===== config.mk =====
export PLATFORM = sky130hd
export DESIGN_NAME = osc_config_top
export DESIGN_NICKNAME = d
export VERILOG_FILES = /design/src/core/osc_pkg.sv /design/src/core/osc_link_if.sv /design/src/core/crystal_monitor.sv /design/src/core/reference_divider.sv /design/src/core/osc_config_top.sv
export SDC_FILE = /design/constraint.sdc
export NUM_CORES = 1
export LEC_CHECK = 0
export BUFFER_PORTS_ARGS = -buffer_cell sky130_fd_sc_hd__buf_2
export CORE_MARGIN = 2
export CORE_UTILIZATION = 40
export DETAILED_ROUTE_END_ITERATION = 10
export PLACE_DENSITY_LB_ADDON = 0.3
export REMOVE_ABC_BUFFERS = 1
export SLEW_MARGIN = 20
export SYNTH_ARGS = -nofsm -noshare
export SYNTH_HDL_FRONTEND = slang
export SYNTH_SLANG_ARGS = --single-unit

===== constraint.sdc =====
create_clock -name pclk -period 2.67 [get_ports pclk]
set_input_delay 0.1335 -clock pclk [delete_from_list [all_inputs] [get_ports pclk]]
set_output_delay 0.1335 -clock pclk [all_outputs]
set_load 0.02 [all_outputs]

===== src/core/osc_pkg.sv =====
// Constants for the oscillator enable and temperature-coefficient trim block.
package osc_pkg;
   // ----------------------------------------------------------------
   // Register indices; byte address is four times the index.
   // ----------------------------------------------------------------
   localparam logic [7:0] IDX_TRIM       = 8'h18;
   localparam logic [7:0] IDX_OSC_CONFIG = 8'h1a;
   localparam logic [7:0] IDX_GUARD      = 8'h1b;
   localparam logic [7:0] IDX_CONTROL    = 8'h20;
   localparam logic [7:0] IDX_STATUS     = 8'h21;
   localparam logic [7:0] IDX_IRQ_STATUS = 8'h22;
   localparam logic [7:0] IDX_IRQ_MASK   = 8'h23;
   // ----------------------------------------------------------------
   // Field positions.
   // ----------------------------------------------------------------
   localparam int OSC_ENABLE_BIT   = 7;
   localparam int OSC_RESERVED_BIT = 5;
   localparam int TRIM_TC_LSB      = 11;
   localparam int TRIM_FREQ_MSB    = 9;
   localparam int CTRL_PLL_SOURCE_SELECT_BIT  = 0;
   localparam int CTRL_MRE_BIT     = 1;
   localparam int CTRL_REFERENCE_DIVIDER_LSB  = 8;
   localparam int STAT_LOCK_BIT    = 0;
   localparam int STAT_STABLE_BIT  = 1;
   localparam int STAT_CLAIM_BIT   = 2;
   localparam int STAT_TCON_BIT    = 3;
   localparam int IRQ_STABLE_BIT   = 0;
   localparam int IRQ_LOSS_BIT     = 1;
   localparam int IRQ_LOCK_BIT     = 2;
   // ----------------------------------------------------------------
   // Reset values and codes.
   // ----------------------------------------------------------------
   localparam logic       OSC_RESERVED_RESET = 1'b0;
   localparam logic       GUARD_RESET        = 1'b0;
   localparam logic       PLL_SOURCE_SELECT_RESET       = 1'b1;
   localparam logic [7:0] GUARD_UNLOCK_CODE  = 8'h26;
   localparam logic [15:0] TRIM_RESET        = 16'h0000;
   // ----------------------------------------------------------------
   // Timing counts.
   // ----------------------------------------------------------------
   localparam int QUALIFY_EDGES = 4096;
   localparam int LOSS_PLL_TICKS = 64;

   // Byte address of a register index.
   function automatic logic [9:0] addr_of(input logic [7:0] idx);
      addr_of = {idx, 2'b00};
   endfunction

   // Compensation is off for magnitude zero, whatever the sign bit.
   function automatic logic tc_comp_on(input logic [4:0] code);
      tc_comp_on = (code[3:0] != 4'h0);
   endfunction
endpackage


===== src/core/osc_link_if.sv =====
// Signals shared between the oscillator top, its monitor and its divider.
`timescale 1ns/1ps
interface osc_link_if;
   logic       crystal_edge;
   logic       pll_tick;
   logic       rc_tick;
   logic       osc_on;
   logic       restart;
   logic [3:0] ref_div;
   logic       stable;
   logic       loss;
   logic       ref_tick;
   modport top     (output crystal_edge, pll_tick, rc_tick, osc_on, restart, ref_div,
                    input stable, loss, ref_tick);
   modport monitor (input crystal_edge, pll_tick, osc_on, restart, output stable, loss);
   modport divider (input crystal_edge, rc_tick, osc_on, ref_div, output ref_tick);
endinterface


===== src/core/crystal_monitor.sv =====
// Crystal qualification and loss-of-oscillation monitor.
`timescale 1ns/1ps
module crystal_monitor
   import osc_pkg::*;
#(
   parameter int QUALIFY = QUALIFY_EDGES,
   parameter int LOSS    = LOSS_PLL_TICKS
)(
   input wire logic    pclk,
   input wire logic    presetn,
   osc_link_if.monitor link
);
   // Refuses counts that the 16-bit counters cannot hold, at elaboration.
   if (QUALIFY < 1 || QUALIFY > 65535 || LOSS < 2 || LOSS > 65535)
   begin : bad_counts
      $error("crystal_monitor: count out of range");
   end

   logic [15:0] edge_count;
   logic [15:0] gap_count;

   // Counts crystal edges until the oscillation is qualified as stable.
   always_ff @(posedge pclk or negedge presetn)
   begin
      if (!presetn)
      begin
         edge_count  <= 16'h0000;
         link.stable <= 1'b0;
      end
      else if (!link.osc_on || link.restart || link.loss)
      begin
         edge_count  <= 16'h0000;
         link.stable <= 1'b0;
      end
      else if (link.crystal_edge && !link.stable)
      begin
         edge_count <= edge_count + 16'h0001;
         if (edge_count == 16'(QUALIFY - 1))
            link.stable <= 1'b1;
      end
   end

   // Counts PLL ticks between crystal edges; too many means oscillation lost.
   always_ff @(posedge pclk or negedge presetn)
   begin
      if (!presetn)
      begin
         gap_count <= 16'h0000;
         link.loss <= 1'b0;
      end
      else
      begin
         link.loss <= 1'b0;
         if (!link.osc_on || link.crystal_edge)
            gap_count <= 16'h0000;
         else if (link.pll_tick)
         begin
            if (gap_count == 16'(LOSS - 1))
            begin
               gap_count <= 16'h0000;
               link.loss <= 1'b1;
            end
            else
               gap_count <= gap_count + 16'h0001;
         end
      end
   end
endmodule


===== src/core/reference_divider.sv =====
// Reference tick source: internal RC ticks or divided crystal edges.
`timescale 1ns/1ps
module reference_divider
   import osc_pkg::*;
(
   input wire logic    pclk,
   input wire logic    presetn,
   osc_link_if.divider link
);
   logic [3:0] div_count;

   // Divides crystal edges by ref_div plus one, one through sixteen.
   always_ff @(posedge pclk or negedge presetn)
   begin
      if (!presetn)
      begin
         div_count     <= 4'h0;
         link.ref_tick <= 1'b0;
      end
      else if (!link.osc_on)
      begin
         div_count     <= 4'h0;
         link.ref_tick <= link.rc_tick;
      end
      else
      begin
         link.ref_tick <= 1'b0;
         if (link.crystal_edge)
         begin
            if (div_count >= link.ref_div)
            begin
               div_count     <= 4'h0;
               link.ref_tick <= 1'b1;
            end
            else
               div_count <= div_count + 4'h1;
         end
      end
   end
endmodule


===== src/core/osc_config_top.sv =====
// Oscillator configuration block with APB registers and trim decode.
`timescale 1ns/1ps
// What this block does
// Trim codes 00000 and 10000 both switch temperature compensation off.
// Trim code is sign and magnitude: top bit clear negative, set positive.
// Oscillator config writes take effect only when unguarded and PLL selected.
// An accepted oscillator config write clears lock and stable flags.
// Bit 7 of oscillator config enables the crystal oscillator.
// With the oscillator off the PLL reference is the internal RC clock.
// With it on: monitor active, PLL qualifies, reference is divided crystal.
// Stable flag rises when oscillation is stable; gates crystal clock use. Here it gates nothing; the divider uses crystal edges from enable on.
// Monitor reset enable plus oscillation loss yields a monitor reset.
// Once enabled, crystal pins stay claimed until the next reset.
// Software waits the crystal startup time before pseudo stop.
// Software writes bit 5 back with its reset value.
// Software corrects frequency trim after changing the coefficient trim.
// Crystal clock divided by reference divider plus one, one to sixteen.
// Guard clears on writing 0x26, any other guard write sets it.
// Clearing enable drops the stable flag and returns reference to RC.
module osc_config_top
   import osc_pkg::*;
#(
   parameter int QUALIFY = QUALIFY_EDGES,
   parameter int LOSS    = LOSS_PLL_TICKS
)(
   input  wire logic        pclk,
   input  wire logic        presetn,
   input  wire logic        psel,
   input  wire logic        penable,
   input  wire logic        pwrite,
   input  wire logic [9:0]  paddr,
   input  wire logic [31:0] pwdata,
   output logic [31:0]      prdata,
   output logic             pready,
   output logic             pslverr,
   input  wire logic        crystal_clock,
   input  wire logic        internal_rc_clock,
   input  wire logic        pll_output_clock,
   input  wire logic        pll_lock_in,
   output logic             pll_reference_clock,
   output logic             crystal_osc_on,
   output logic             clock_monitor_on,
   output logic             crystal_stable_flag,
   output logic             crystal_pins_claimed,
   output logic             monitor_reset,
   output logic             tc_comp_enable,
   output logic             tc_positive,
   output logic [3:0]       tc_magnitude,
   output logic [9:0]       freq_trim,
   output logic             irq
);
   osc_link_if link ();

   logic       crystal_osc_enable;
   logic       osc_reserved;
   logic       clock_config_guard;
   logic       pll_source_select;
   logic       monitor_reset_enable;
   logic [3:0] reference_divider;
   logic [4:0] temp_coeff_trim_code;
   logic       pll_locked;
   logic [2:0] irq_status;
   logic [2:0] irq_mask;
   logic [2:0] next_irq_status;
   logic [3:0] sync1;
   logic [3:0] sync2;
   logic [3:0] sync3;
   logic       stable_seen;
   logic       setup_phase;
   logic       wr_access;
   logic       osc_wr;
   logic       osc_wr_ok;
   logic       lock_rise;
   logic       stable_rise;
   logic [2:0] irq_events;
   logic       addr_known;
   logic [31:0] read_word;

   // ----------------------------------------------------------------
   // Pin synchronisers and edge detection.
   // ----------------------------------------------------------------

   // Two flops per pin, a third stage only for edge detection.
   always_ff @(posedge pclk or negedge presetn)
   begin
      if (!presetn)
      begin
         sync1 <= 4'h0;
         sync2 <= 4'h0;
         sync3 <= 4'h0;
      end
      else
      begin
         sync1 <= {pll_lock_in, pll_output_clock, internal_rc_clock, crystal_clock};
         sync2 <= sync1;
         sync3 <= sync2;
      end
   end

   // Rising edges seen on the synchronised pins.
   assign link.crystal_edge = sync2[0] & ~sync3[0];
   assign link.rc_tick      = sync2[1] & ~sync3[1];
   assign link.pll_tick     = sync2[2] & ~sync3[2] & crystal_osc_enable;
   assign lock_rise         = sync2[3] & ~sync3[3];

   // ----------------------------------------------------------------
   // APB decode.
   // ----------------------------------------------------------------

   // Write strobes at the access edge; the oscillator write is gated.
   assign setup_phase = psel & ~penable;
   assign wr_access   = psel & penable & pwrite;
   assign osc_wr      = wr_access && paddr == addr_of(IDX_OSC_CONFIG);
   assign osc_wr_ok   = osc_wr && !clock_config_guard && pll_source_select;
   assign pready      = 1'b1;

   // Address decode for known registers.
   always_comb
   begin
      addr_known = 1'b1;
      read_word  = 32'h00000000;
      case (paddr)
         addr_of(IDX_TRIM):
            read_word = {16'h0000, temp_coeff_trim_code, 1'b0, freq_trim};
         addr_of(IDX_OSC_CONFIG):
            read_word = {24'h000000, crystal_osc_enable, 1'b0, osc_reserved, 5'h00};
         addr_of(IDX_GUARD):
            read_word = {31'h0, clock_config_guard};
         addr_of(IDX_CONTROL):
            read_word = {20'h00000, reference_divider, 6'h00, monitor_reset_enable, pll_source_select};
         addr_of(IDX_STATUS):
            read_word = {28'h0000000, tc_comp_enable, crystal_pins_claimed, crystal_stable_flag, pll_locked};
         addr_of(IDX_IRQ_STATUS):
            read_word = {29'h0, irq_status};
         addr_of(IDX_IRQ_MASK):
            read_word = {29'h0, irq_mask};
         default:
            addr_known = 1'b0;
      endcase
   end

   // Read data and error are captured in the setup cycle.
   always_ff @(posedge pclk or negedge presetn)
   begin
      if (!presetn)
      begin
         prdata  <= 32'h00000000;
         pslverr <= 1'b0;
      end
      else if (setup_phase)
      begin
         prdata  <= pwrite ? 32'h00000000 : read_word;
         pslverr <= ~addr_known;
      end
   end

   // ----------------------------------------------------------------
   // Oscillator configuration register.
   // ----------------------------------------------------------------

   // Enable and reserved bit, written only when the write is accepted.
   always_ff @(posedge pclk or negedge presetn)
   begin
      if (!presetn)
      begin
         crystal_osc_enable <= 1'b0;
         osc_reserved       <= OSC_RESERVED_RESET;
      end
      else if (osc_wr_ok)
      begin
         crystal_osc_enable <= pwdata[OSC_ENABLE_BIT];
         osc_reserved       <= pwdata[OSC_RESERVED_BIT];
      end
   end

   // Pins stay claimed from the first enabling write until reset.
   always_ff @(posedge pclk or negedge presetn)
   begin
      if (!presetn)
         crystal_pins_claimed <= 1'b0;
      else if (osc_wr_ok && pwdata[OSC_ENABLE_BIT])
         crystal_pins_claimed <= 1'b1;
   end

   // ----------------------------------------------------------------
   // Guard register.
   // ----------------------------------------------------------------

   // Unlock code clears the guard, any other value sets it.
   always_ff @(posedge pclk or negedge presetn)
   begin
      if (!presetn)
         clock_config_guard <= GUARD_RESET;
      else if (wr_access && paddr == addr_of(IDX_GUARD))
         clock_config_guard <= (pwdata[7:0] != GUARD_UNLOCK_CODE);
   end

   // ----------------------------------------------------------------
   // Control and trim registers.
   // ----------------------------------------------------------------

   // Source select, divider and monitor reset enable, all guarded.
   always_ff @(posedge pclk or negedge presetn)
   begin
      if (!presetn)
      begin
         pll_source_select    <= PLL_SOURCE_SELECT_RESET;
         monitor_reset_enable <= 1'b0;
         reference_divider    <= 4'h0;
      end
      else if (wr_access && paddr == addr_of(IDX_CONTROL) && !clock_config_guard)
      begin
         pll_source_select <= pwdata[CTRL_PLL_SOURCE_SELECT_BIT];
         reference_divider <= pwdata[CTRL_REFERENCE_DIVIDER_LSB +: 4];
         // The reset enable is frozen while the oscillator runs.
         if (!crystal_osc_enable)
            monitor_reset_enable <= pwdata[CTRL_MRE_BIT];
      end
   end

   // Trim codes, written whenever the guard is off.
   always_ff @(posedge pclk or negedge presetn)
   begin
      if (!presetn)
      begin
         temp_coeff_trim_code <= TRIM_RESET[TRIM_TC_LSB +: 5];
         freq_trim            <= TRIM_RESET[TRIM_FREQ_MSB:0];
      end
      else if (wr_access && paddr == addr_of(IDX_TRIM) && !clock_config_guard)
      begin
         temp_coeff_trim_code <= pwdata[TRIM_TC_LSB +: 5];
         freq_trim            <= pwdata[TRIM_FREQ_MSB:0];
      end
   end

   // Sign and magnitude decode of the coefficient trim.
   assign tc_comp_enable = tc_comp_on(temp_coeff_trim_code);
   assign tc_positive    = temp_coeff_trim_code[4] & tc_comp_enable;
   assign tc_magnitude   = temp_coeff_trim_code[3:0];

   // ----------------------------------------------------------------
   // Status flags.
   // ----------------------------------------------------------------

   // Lock flag: a new lock wins over a clearing write.
   always_ff @(posedge pclk or negedge presetn)
   begin
      if (!presetn)
         pll_locked <= 1'b0;
      else if (lock_rise)
         pll_locked <= 1'b1;
      else if (osc_wr_ok)
         pll_locked <= 1'b0;
   end

   // Stable flag follows qualification, dropped by write or disable.
   always_ff @(posedge pclk or negedge presetn)
   begin
      if (!presetn)
      begin
         crystal_stable_flag <= 1'b0;
         stable_seen         <= 1'b0;
      end
      else
      begin
         stable_seen <= link.stable;
         if (!crystal_osc_enable || link.loss)
            crystal_stable_flag <= 1'b0;
         else if (stable_rise)
            crystal_stable_flag <= 1'b1;
         else if (osc_wr_ok)
            crystal_stable_flag <= 1'b0;
      end
   end

   assign stable_rise = link.stable & ~stable_seen;

   // Monitor reset pulse on loss while the reset is enabled.
   always_ff @(posedge pclk or negedge presetn)
   begin
      if (!presetn)
         monitor_reset <= 1'b0;
      else
         monitor_reset <= link.loss & monitor_reset_enable & crystal_osc_enable;
   end

   // ----------------------------------------------------------------
   // Interrupts.
   // ----------------------------------------------------------------

   assign irq_events = {lock_rise, link.loss, stable_rise};

   // Sticky status; a new event wins over a write-one clear.
   always_comb
   begin
      next_irq_status = irq_status;
      if (wr_access && paddr == addr_of(IDX_IRQ_STATUS))
         next_irq_status = irq_status & ~pwdata[2:0];
      next_irq_status = next_irq_status | irq_events;
   end

   // Status and mask registers.
   always_ff @(posedge pclk or negedge presetn)
   begin
      if (!presetn)
      begin
         irq_status <= 3'h0;
         irq_mask   <= 3'h0;
         irq        <= 1'b0;
      end
      else
      begin
         irq_status <= next_irq_status;
         irq        <= |(next_irq_status & irq_mask);
         if (wr_access && paddr == addr_of(IDX_IRQ_MASK))
            irq_mask <= pwdata[2:0];
      end
   end

   // ----------------------------------------------------------------
   // Link to monitor and divider.
   // ----------------------------------------------------------------

   assign link.osc_on   = crystal_osc_enable;
   assign link.restart  = osc_wr_ok;
   assign link.ref_div  = reference_divider;
   assign crystal_osc_on     = crystal_osc_enable;
   assign clock_monitor_on   = crystal_osc_enable;
   assign pll_reference_clock = link.ref_tick;

   crystal_monitor #(
      .QUALIFY (QUALIFY),
      .LOSS    (LOSS)
   ) crystal_monitor_inst (
      .pclk    (pclk),
      .presetn (presetn),
      .link    (link)
   );

   reference_divider reference_divider_inst (
      .pclk    (pclk),
      .presetn (presetn),
      .link    (link)
   );
endmodule


==> out/qor.txt <==
Status: completed
Maximum buffer depth of the clock tree: 2
Routability Congestion: 0.821
Max Cap Viol: 0
Total GRT Usage: 16.3%
Grt total ovfl: 0
WS Path Type: reg2reg
Worst EP required: 2.89 ns
Total Power: 3.01 mW
Setup crit end kind: flop
Pin count of the biggest net entering global routing: 54
Iter 0 DRT Violations: 253
CP max FO: 10
Synth-to-Final Area Change: 16.6%
Avg WL per Cell: 14.4 um
CP arrival: 2.39 ns
Post-synth EDFFs: 0
Vias in the first global route: 3446
Drt pass-1 iters: 4
Die W: 115 um
RSZ-0062 raised after global routing: false
DRC Markers: 0
Port Buf Inserts: 74
Area occupied by multi-input gates: 2110 um2
Post-CTS Hold Fix Bufs: 7
CTS buffer count: 9
Mean post-synth cell area: 10.8 um2
Post-DP Area: 5430 um2
Clock H-tree levels: 3
Register area: 2600 um2
TritonCTS clock tree: built
Root buffer cell: clkbuf_16
WL final: 10200 um
Area leader, netlist: dfrtp_1
Fin crit share: 81.4%
Post-CTS sizing: 0
FILL cells: 1090
Via density: 5.05
Leakage: 2.72 nW
CP Launch Point: crystal_monitor_inst.gap_count[6]
Design area: 5780 um2
Num rows: 40
Setup Viol. Count Final: 0
Slew Limit Fails: 0
# nets final: 595
Cell Area, Synth: 4960 um2
RR Startpoint: crystal_monitor_inst.gap_count[6]
Synth top area share: 52.0%
I/O Pins: 108
Final WS setup: 0.496 ns
Mapped Cells: 458
Top cell types by occurrence after synthesis: dfrtp_1 (103), nand2_1 (46), nor2_1 (31)
Slew HR: 46.9%
Final core occ: 47.9%
CP peak stage delay: 0.57 ns
Post-synth cell types: 58
Worst-margin pin slew: 0.790 ns
Startpoint Class: flop
Yosys Warn Count: 0
Num Clock Sinks: 104
Postcts setup bufs: 0
Antenna violations before repair: 0
DIE AREA: 13300 um2
Most frequent cell after synthesis: dfrtp_1
Ys async rst share: 100%
Sequential-to-total area share from yosys stat: 52.5%
Power density over cell area: 520 nW/um2
Post-route setup TNS: 0 ns
Crit path time final: 2.17 ns
Detail Route Antenna Nets: 0
Endpoints failing hold: 0
Inserted Diodes: 0
Top_reg_cell synth: dfrtp_1
Critical path cell sequence: or4_1, nor4_4, nor3_2, a31oi_1, a31oi_1
Ratio of cells with drive above 1 in the final layout: 25.5%
Cell Count, Final, Fillers Out: 710
Core area: 12100 um2
Die H: 115 um
Clock Skew: 0.00701 ns
First-pass GRT wire length: 17100 um
Pre-CTS setup slack: 0.531 ns
CTS clock-pin slew for the worst setup and hold paths: 0.07 ns
CP max-delay cell: or4_1
Worst skew pair latency: 0.35 ns
Flops & latches, synth: 104
Detail Placement HPWL: 7300 um
WHS: 0.0233 ns
Top area cells in the synthesized netlist: dfrtp_1 (52%), mux2_2 (4.5%), buf_4 (3.5%)
Worst IR drop on VDD: 0.316 mV
Placed insts: 687
Fmax: 0.460 GHz
Hold Path Origin: pwdata[13]
Worst min path class: in2reg
Starting Density: 41.1%
Most used cell, CP: a31oi_1
DR vias: 3585
-- report_power, final --
part / internal (mW) / switching, mW / leakage [nW]
clock: 0.641 / 0.614 / 0.132
sequential: 1.59 / 0.00674 / 1.39
combinational: 0.0479 / 0.108 / 1.20
total: 2.28 / 0.728 / 2.72
-- worst max-delay path, delay by kind of cell, from the launching register on --
kind | cells | cell delay, ns
simple gates | 3 | 1.33
flops | 1 | 0.43
compound gates | 2 | 0.29
-- layout by cell type (no fill, tap or decap), types with 4 or more instances in the layout --
| cell type | count |
|---|---|
| a21oi_1 | 11 |
| a222oi_1 | 4 |
| a22o_1 | 9 |
| a31oi_1 | 10 |
| and2_1 | 5 |
| buf_2 | 73 |
| buf_4 | 7 |
| clkbuf_16 | 9 |
| conb_1 | 17 |
| dfrtp_1 | 103 |
| dlygate4sd3_1 | 7 |
| ha_1 | 7 |
| inv_1 | 19 |
| mux2_2 | 20 |
| mux2i_1 | 4 |
| nand2_1 | 46 |
| nand2b_1 | 7 |
| nand3_1 | 14 |
| nand4_1 | 9 |
| nor2_1 | 31 |
| nor3_1 | 11 |
| nor4_1 | 6 |
| nor4_4 | 4 |
| o21ai_0 | 24 |
| or3_1 | 6 |
| or4_1 | 5 |
| xnor2_1 | 7 |
| xor2_1 | 11 |
-- registers in the layout, indices dropped and copies added, names as in the netlist, 3 cells and up --
signal,flops
irq_status,3
crystal_monitor_inst.edge_count,16
temp_coeff_trim_code,5
sync3,4
reference_divider_inst.div_count,4
link.ref_div,4
crystal_monitor_inst.gap_count,16
sync2,4
sync1,4
freq_trim,10
irq_mask,3
prdata,16
-- logic make-up (layout without fill, tap and decap cells) --
logic type | after synthesis | count (layout) | share of synthesized area (%)
simple gates | 172 | 172 | 20.3
compound gates | 75 | 75 | 9.77
xor+xnor | 18 | 18 | 3.18
buf+inv | 54 | 123 | 6.08
other cells | 2 | 17 | 0.151
mux | 26 | 26 | 6.26
flops | 104 | 104 | 52.5
fa+ha+maj | 7 | 7 | 1.77
-- cell type report --
class                      count  area share, %
tap                          168           3.64
multi-input combinational    315           36.5
timing repair buffer          88           8.79
clock buffer                   9           3.90
sequential                   104           45.0
clock inverter                 7          0.952
inverter                      19           1.23
-- routing by layer --
layer  global-route usage (%)  routed length [um]  up-vias
met3                     3.90                 519       15
met5                        0                   0        -
li1                         -                   -     1752
met2                     25.7                4600      103
met4                     5.14                 155        0
met1                     22.3                4950     1715
-- worst paths after layout --
check / cells after the start / slack (ns) / to
min in group asynchronous: 2 / 0.38 / prdata[14]
worst min register to register: 0 / 0.35 / sync2[3]
worst min-delay path: 2 / 0.02 / temp_coeff_trim_code[2]
worst max-delay path: 5 / 0.50 / crystal_monitor_inst.gap_count[8]
worst max register to register: 5 / 0.50 / crystal_monitor_inst.gap_count[8]
max in group asynchronous: 3 / 1.56 / crystal_monitor_inst.edge_count[4]
Power figures use the tool's default switching activity.
